## config.mk

```make
export PLATFORM = sky130hd
export DESIGN_NAME = chained_io_extender_bus
export DESIGN_NICKNAME = d
export VERILOG_FILES = /design/src/inc/chained_io_extender_pkg.sv /design/src/sync2.sv /design/src/chained_io_extender_bus.sv
export VERILOG_INCLUDE_DIRS = /design/src /design/src/inc
export SDC_FILE = /design/constraint.sdc
export NUM_CORES = 1
export LEC_CHECK = 0
export BUFFER_PORTS_ARGS = -buffer_cell sky130_fd_sc_hd__buf_4
export CORE_MARGIN = 8
export CORE_UTILIZATION = 35
export DETAILED_ROUTE_END_ITERATION = 12
export PLACE_DENSITY = 0.76
export SLEW_MARGIN = 20
export SYNTH_ARGS = -nofsm -noshare
export SYNTH_HDL_FRONTEND = slang
export SYNTH_HIERARCHICAL = 1
export SYNTH_SLANG_ARGS = --single-unit
```

## constraint.sdc

```tcl
create_clock -name clk_i -period 3.2 [get_ports clk_i]
set_clock_uncertainty 0.05 [all_clocks]
set_input_delay 0.64 -clock clk_i [delete_from_list [all_inputs] [get_ports clk_i]]
set_output_delay 0.64 -clock clk_i [all_outputs]
set_load 0.02 [all_outputs]
```

## src/inc/chained_io_extender_map.svh

```systemverilog
// constants for the chained extender bus: slot codes, field positions, widths
// assumes inclusion by bare name from design files
`ifndef CHAINED_IO_EXTENDER_MAP_SVH
`define CHAINED_IO_EXTENDER_MAP_SVH
`define WORD_W 16
`define DATA_W 12
`define SLOT_MSB 15
`define SLOT_LSB 12
`define SLOT_W 4
`define SLOT_COUNT 15
`define CONTROL_SLOT_CODE 4'hf
`define USEL_W 15
`define USEL_FWD_W 14
`define WORD_RESET 16'h0000
`endif

```

## src/inc/chained_io_extender_pkg.sv

```systemverilog
// types for the chained extender bus
// assumes the map header provides widths
`include "chained_io_extender_map.svh"
package chained_io_extender_pkg;
  typedef logic [`SLOT_W-1:0] slot_t;
  typedef logic [`DATA_W-1:0] data_t;
  typedef logic [`SLOT_COUNT-1:0] slot_vec_t;
endpackage

```

## src/sync2.sv

```systemverilog
// two-flop synchroniser for a vector of pin levels
// assumes clk_i is the only clock; reset is the already released copy
`timescale 1ns/1ns
module sync2 #(
  parameter int W = 1
) (
  input wire logic clk_i,
  input wire logic rst_n_i,
  input wire logic [W-1:0] d_i,
  output logic [W-1:0] q_o
);
  typedef struct packed {
    logic [W-1:0] meta;
    logic [W-1:0] q;
  } sync_s;
  sync_s state_reg;
  sync_s state_next;
  always_comb begin
    state_next = state_reg;
    state_next.meta = d_i;
    state_next.q = state_reg.meta;
  end
  always_ff @(posedge clk_i or negedge rst_n_i) begin
    if (!rst_n_i) begin
      state_reg <= '0;
    end else begin
      state_reg <= state_next;
    end
  end
  assign q_o = state_reg.q;
endmodule

```

## src/chained_io_extender_bus.sv

```systemverilog
// one extender unit: word, strobe, mode, select bit 0 and flag pins enter on clk_i through two flops
// assumes clk_i far faster than strobe; card logic outside uses the strobes
`timescale 1ns/1ns
`include "chained_io_extender_map.svh"
module chained_io_extender_bus (
  input wire logic clk_i,
  input wire logic reset_n_i,
  input wire logic [`WORD_W-1:0] word_n_i,
  output logic [`DATA_W-1:0] word_data_n_o,
  output logic word_data_oe_o,
  input wire logic transfer_strobe_n_i,
  input wire logic input_direction_select_i,
  input wire logic interrupt_permit_mode_i,
  input wire logic transfer_release_mode_i,
  input wire logic timed_flag_mode_i,
  input wire logic system_output_enable_i,
  output logic input_direction_select_o,
  output logic interrupt_permit_mode_o,
  output logic transfer_release_mode_o,
  output logic timed_flag_mode_o,
  output logic system_output_enable_o,
  input wire logic [`USEL_W-1:0] unit_select_i,
  output logic [`USEL_FWD_W-1:0] unit_select_o,
  input wire logic input_request_n_i,
  output logic input_request_n_o,
  input wire logic ready_flag_merge_i,
  input wire logic local_ready_i,
  output logic ready_flag_out_o,
  output logic [`SLOT_COUNT-1:0] card_enable_o,
  output logic [`SLOT_COUNT-1:0] card_load_o,
  output logic [`SLOT_COUNT-1:0] card_gate_enable_o,
  output logic [`SLOT_COUNT-1:0] card_reset_o,
  output logic [`DATA_W-1:0] card_data_o,
  input wire logic [`DATA_W-1:0] card_return_data_i,
  output logic [`DATA_W-1:0] downstream_data_n_o,
  output logic downstream_data_oe_o,
  input wire logic [`DATA_W-1:0] downstream_data_n_i,
  output logic unit_enable_o
);
  localparam int SW = `WORD_W + 1 + 5 + 1 + 1 + 1;
  typedef struct packed {
    logic strobe_prev;
    logic [`SLOT_COUNT-1:0] load;
    logic [`SLOT_COUNT-1:0] gate_en;
    logic [`SLOT_COUNT-1:0] reset;
    logic [`DATA_W-1:0] data;
    logic [`DATA_W-1:0] up_data_n;
  } unit_s;
  unit_s state_reg;
  unit_s state_next;
  logic rst_n;
  logic [SW-1:0] pins_s;
  logic [`WORD_W-1:0] word_s;
  logic strobe_n_s;
  logic isl_s;
  logic ien_s;
  logic dte_s;
  logic tme_s;
  logic sye_s;
  logic own_sel_s;
  logic merge_s;
  logic ready_s;
  logic [`WORD_W-1:0] word_true;
  chained_io_extender_pkg::slot_t slot;
  logic strobe_fall;
  logic word_meaningful;
  chained_io_extender_pkg::slot_vec_t slot_hit;
  logic [1:0] rst_chain;

  always_ff @(posedge clk_i or negedge reset_n_i) begin
    if (!reset_n_i) begin
      rst_chain <= 2'h0;
    end else begin
      rst_chain <= {rst_chain[0], 1'b1};
    end
  end
  assign rst_n = rst_chain[1];

  sync2 #(.W(SW)) u_sync (
    .clk_i(clk_i),
    .rst_n_i(rst_n),
    .d_i({word_n_i, transfer_strobe_n_i, input_direction_select_i, interrupt_permit_mode_i,
          transfer_release_mode_i, timed_flag_mode_i, system_output_enable_i, unit_select_i[0],
          ready_flag_merge_i, local_ready_i}),
    .q_o(pins_s)
  );
  assign {word_s, strobe_n_s, isl_s, ien_s, dte_s, tme_s, sye_s, own_sel_s, merge_s, ready_s} = pins_s;

  // bus is low-true; invert once here
  assign word_true = ~word_s;
  assign slot = word_true[`SLOT_MSB:`SLOT_LSB];
  assign word_meaningful = (slot != `CONTROL_SLOT_CODE);
  assign strobe_fall = state_reg.strobe_prev && !strobe_n_s;

  genvar g;
  generate
    for (g = 0; g < `SLOT_COUNT; g++) begin : g_slot
      // slot position g answers address g
      assign slot_hit[g] = own_sel_s && word_meaningful && (slot == chained_io_extender_pkg::slot_t'(g));
    end
  endgenerate

  always_comb begin
    state_next = state_reg;
    state_next.strobe_prev = strobe_n_s;
    state_next.load = '0;
    state_next.gate_en = '0;
    state_next.reset = '0;
    if (strobe_fall) begin
      if (!isl_s) begin
        state_next.load = slot_hit;
        // an input card in this slot resets on an output-mode strobe
        state_next.reset = slot_hit;
        if (|slot_hit) begin
          state_next.data = word_true[`DATA_W-1:0];
        end
      end else begin
        state_next.gate_en = slot_hit;
      end
    end
    // returned input data, driven low-true toward master
    state_next.up_data_n = ~card_return_data_i;
  end

  always_ff @(posedge clk_i or negedge rst_n) begin
    if (!rst_n) begin
      state_reg <= '0;
      // synced strobe resets low: no edge until it has been seen high
      state_reg.strobe_prev <= 1'b0;
      state_reg.up_data_n <= '1;
    end else begin
      state_reg <= state_next;
    end
  end

  assign card_load_o = state_reg.load;
  assign card_gate_enable_o = state_reg.gate_en;
  assign card_reset_o = state_reg.reset;
  assign card_data_o = state_reg.data;
  assign card_enable_o = {`SLOT_COUNT{own_sel_s}};
  assign unit_enable_o = own_sel_s;

  // mode lines pass straight through; select lines shift down one position
  assign input_direction_select_o = input_direction_select_i;
  assign interrupt_permit_mode_o = interrupt_permit_mode_i;
  assign transfer_release_mode_o = transfer_release_mode_i;
  assign timed_flag_mode_o = timed_flag_mode_i;
  assign system_output_enable_o = system_output_enable_i;
  assign unit_select_o = unit_select_i[`USEL_W-1:1];
  assign input_request_n_o = input_request_n_i;

  // flag meaning set by local card logic per modes; merged with downstream
  assign ready_flag_out_o = ready_s || merge_s;

  // direction of the data lines
  assign downstream_data_n_o = word_s[`DATA_W-1:0];
  assign downstream_data_oe_o = !isl_s;
  assign word_data_n_o = (own_sel_s && isl_s) ? state_reg.up_data_n : downstream_data_n_i;
  assign word_data_oe_o = isl_s;

  chk_strobe_load: assert property (@(posedge clk_i) disable iff (!rst_n)
    (strobe_fall && !isl_s && |slot_hit) |=> (card_load_o != '0 && card_data_o == $past(word_true[`DATA_W-1:0])))
    else $error("addressed output card not loaded");
  chk_control_ignored: assert property (@(posedge clk_i) disable iff (!rst_n)
    (slot == `CONTROL_SLOT_CODE) |=> (card_load_o == '0 && card_gate_enable_o == '0 && card_reset_o == '0))
    else $error("control word acted on");
  chk_one_hot_slot: assert property (@(posedge clk_i) disable iff (!rst_n)
    $onehot0(card_load_o | card_gate_enable_o | card_reset_o))
    else $error("more than one slot enabled");
  chk_no_edge_idle: assert property (@(posedge clk_i) disable iff (!rst_n)
    !(state_reg.strobe_prev && !strobe_n_s) |=> (card_load_o == '0 && card_reset_o == '0))
    else $error("card action without strobe edge");
  chk_input_mode_split: assert property (@(posedge clk_i) disable iff (!rst_n)
    (strobe_fall && isl_s && |slot_hit) |=> (card_gate_enable_o != '0 && card_reset_o == '0 && card_load_o == '0))
    else $error("input card action wrong");
  chk_output_mode_reset: assert property (@(posedge clk_i) disable iff (!rst_n)
    (strobe_fall && !isl_s && |slot_hit) |=> (card_reset_o != '0 && card_gate_enable_o == '0))
    else $error("input card not reset in output mode");
  chk_unit_gate: assert property (@(posedge clk_i) disable iff (!rst_n)
    !own_sel_s |=> (card_load_o == '0 && card_gate_enable_o == '0 && card_reset_o == '0))
    else $error("unselected unit acted");
  chk_select_shift: assert property (@(posedge clk_i) disable iff (!rst_n)
    unit_select_o == unit_select_i[`USEL_W-1:1])
    else $error("select lines not shifted");
  chk_direction: assert property (@(posedge clk_i) disable iff (!rst_n)
    downstream_data_oe_o != word_data_oe_o)
    else $error("both data directions enabled");
  chk_flag_merge: assert property (@(posedge clk_i) disable iff (!rst_n)
    merge_s |-> ready_flag_out_o)
    else $error("downstream flag lost");
endmodule

```

# == Word level (Yosys, flattened, before mapping) ==
# Index checks and enable logic that the tools add are counted.
# classes
eq_ne,15
muxes,6
bitwise,3
n_reduce_logical,24
# op_table
cell,count
two-way mux 57 bit,1
two-way mux 15 bit,2
"== test 4 bit, second input constant",7
two-way mux 27 bit,1
two-way mux 12 bit,2
logical AND 1 bit,18
"== test 4 x 3 -> 1 bit, second input constant",4
inverter 16 bit,1
OR reduction 15 bit,1
inverter 12 bit,1
"== test 4 x 2 -> 1 bit, second input constant",2
"== test 4 x 1 -> 1 bit, second input constant",1
zero test 4 bit,1
"!= test 4 bit, second input constant",1
AND reduction 3 bit,1
zero test 1 bit,2
logical OR 1 bit,1
inverter 1 bit,1
# totals
regBits,122
wordCells,57

# == Longest topological paths before layout ==
# depth
word_depth,8
depth_mapped,4
depth_no_buf,3

# == Cells and area by module ==
# The synthesis kept the hierarchy.
# modules_own_cells
module,instances,cells_each,area_each_um2,seq_area_each_um2
chained_io_extender_bus,1,253,2761.4,1441.4
sync2,1,50,1251.2,1251.2

# == Least setup slack after synthesis ==
# OpenSTA, ideal clock, no wires.
# synth_timing
kind,register -> output
start,"register u_sync.state_reg, in the netlist u_sync/q_o[2]"
end,output word_data_n_o[0]
arrival_ps,1448
required_ps,2510
path_slack_ps,1062
stages_incl_launch_ff,4
n_path_buf,1
cell_sequence,dfrtp_1 > nand2_1 > buf_2 > mux2_2
# synth_via
elab_chain_cells,2
# synth_rtl
element,line,rtl
"start, declared",sync2.sv:16,sync_s state_reg;
"start signal, assigned",sync2.sv:27,state_reg <= state_next;
logical AND 1 bit,chained_io_extender_bus.sv:158,assign word_data_n_o = (own_sel_s && isl_s) ? state_reg.up_data_n : downstream_data_n_i;
two-way mux 12 bit,chained_io_extender_bus.sv:158,
"end, declared",chained_io_extender_bus.sv:9,"output logic [`DATA_W-1:0] word_data_n_o,"
# No other way between the ends.

# == Final worst setup path ==
# layout_timing
start,"register u_sync.state_reg, in the netlist u_sync/q_o[7]"
end,output word_data_n_o[9]
# The elaborated chain is that of the path after synthesis.

==> flow_summary.ini <==
[status]
run_status = finished clean

[global_route]
antenna_found_initial = 0
grt_max_degree = 50
gr-usage-all-layers_pct = 10.2
overflow = 0
grt_pass1_vias = 2188
grt_pass1_wl_um = 11500

[layout]
n_antenna_cell = 0
area_delta_synth_final_pct = 20.8
nNetsFinal = 429
post_route_cells_drive_above_1_share_pct = 52.7

[run]
drv_cap = 0

[routing]
finalWirelength_um = 7470
dr_wl_met3_um = 856
drt-pass1-iter-count = 4
wl_met1_um = 2710
drtIter0Drc = 68
drc_errors = 0
top_layer = met4
viasPerCell = 3.96
vias = 2013
wl_per_cell_um = 14.7
dr_wl_met2_um = 3810
drtAntennaViolNets = 0

[cts]
htreeDepth = 3
clockBufferDepth = 2
post_cts_buffers = 0
clk_latency_ns = 0.35
cts_root_buffer = clkbuf_8
cts_buffers = 9
cts_tree = done
clock_sinks = 99
path_clk_slew_ns = 0.09
ctsResizeCount = 0

[power_and_ir_drop]
p_per_area_mw_per_mm2 = 528
vdd_drop_max_mv = 0.243
p_leak_uw = 0.00242

[yosys]
syn_area_sq_mm = 0.00381
syn_area_per_cell_sq_um = 12.9
synth_warnings = 6
syn_inst = 295
synth_nets = 361

[worst_setup_path]
crit_type = register to output pin
required_ns = 2.51
crit_arrival_ns = 1.83
endpoint_kind = output pin
path_max_fanout = 12
start_kind = register

[floorplanning]
die-area_sq_mm = 0.0145
initial_core_util_pct = 35.5
fp-row-count = 38
core_sq_mm = 0.0107
die_width_um = 120
die_y_um = 120
ioPinCount = 186

[sta]
rsz0062_at_grt = false
post-route-min-period_ns = 2.52
setup_tns_ns = 0
final.setup.worst_slack_ns = 0.677
fmax_ghz = 0.396
hold_violations = 0
slew_viol_final = 0
timing.slew.headroom_pct = 55.8
fin_crit_sh_pct = 78.8
worstMarginPinSlew_ns = 0.661
setup_viol = 0

[placement]
port_buffers = 147
dp_worst_setup_slack_ns = 1.03
hpwl_um = 5920
gp_congestion = 0.702

[hold_path]
hold_path.class = register to asynchronous set/reset pin
-- where the power goes --
group / switching, uW / internal, uW / total, uW
clock network: 424 / 293 / 717
logic: 180 / 159 / 339
registers: 48.6 / 1330 / 1380
total: 653 / 1780 / 2430
-- per-layer routing --
layer  up-vias  track usage (%)
met1       962             10.5
met5         -                0
met4         0             2.97
met3        11             5.97
met2        96             17.2
li1        944                -
-- through the flow --
step	util, %	hold WS (ns)	std cells	power (uW)	instance area [sq um]
floorplan	-	0.281	295	1660	3810
global placement	41.0	0.283	490	1740	4410
CTS	42.9	0.308	508	2480	4610
global route	42.9	0.293	508	2560	4610
detailed placement	41.1	0.285	491	1750	4420
finish	42.9	0.295	508	2430	4610
-- placed cells by master (no fill, tap or decap), types with 3 or more instances in the layout --
cell      instances
buf_4           150
clkbuf_8          9
dfrtp_1          86
dfstp_2          12
inv_1            25
mux2_2           12
mux2i_1          12
nand2_1           7
nand3_1           3
nor2_1           31
-- worst max-delay path, cell delays in order (launching register included) --
cell,delay (ns)
dfrtp_1,0.48
nand2_1,0.45
mux2_2,0.40
buf_4,0.16
-- final cells by class --
type,count,area (sq um)
fillers,1030,6140
well taps,140,175
repair buffers,152,1150
multi-input cells,76,515
clock buffers,10,128
clock inverters,6,50.0
flip-flops and latches,99,2500
inverters,25,93.8
-- timing repair --
action                                  CTS  global route
hold endpoints to repair                  2             0
endpoints found under the setup margin    0             0
hold buffers                              1             0
-- final timing paths --
check / cells past startpoint / from / slack (ns) / to
max in group asynchronous: 1 / rst_chain[1] / 1.96 / state_reg[7]
min in group clk_i: 0 / u_sync/state_next[15] / 0.31 / u_sync/q_o[15]
setup reg to reg: 3 / u_sync/q_o[22] / 1.47 / card_data_o[6]
hold / removal: 0 / rst_chain[1] / 0.30 / u_sync/q_o[0]
hold reg to reg: 0 / rst_chain[1] / 0.30 / u_sync/q_o[0]
setup / recovery: 3 / u_sync/q_o[7] / 0.68 / word_data_n_o[9]
No activity file was read; power rests on OpenSTA's default activity.
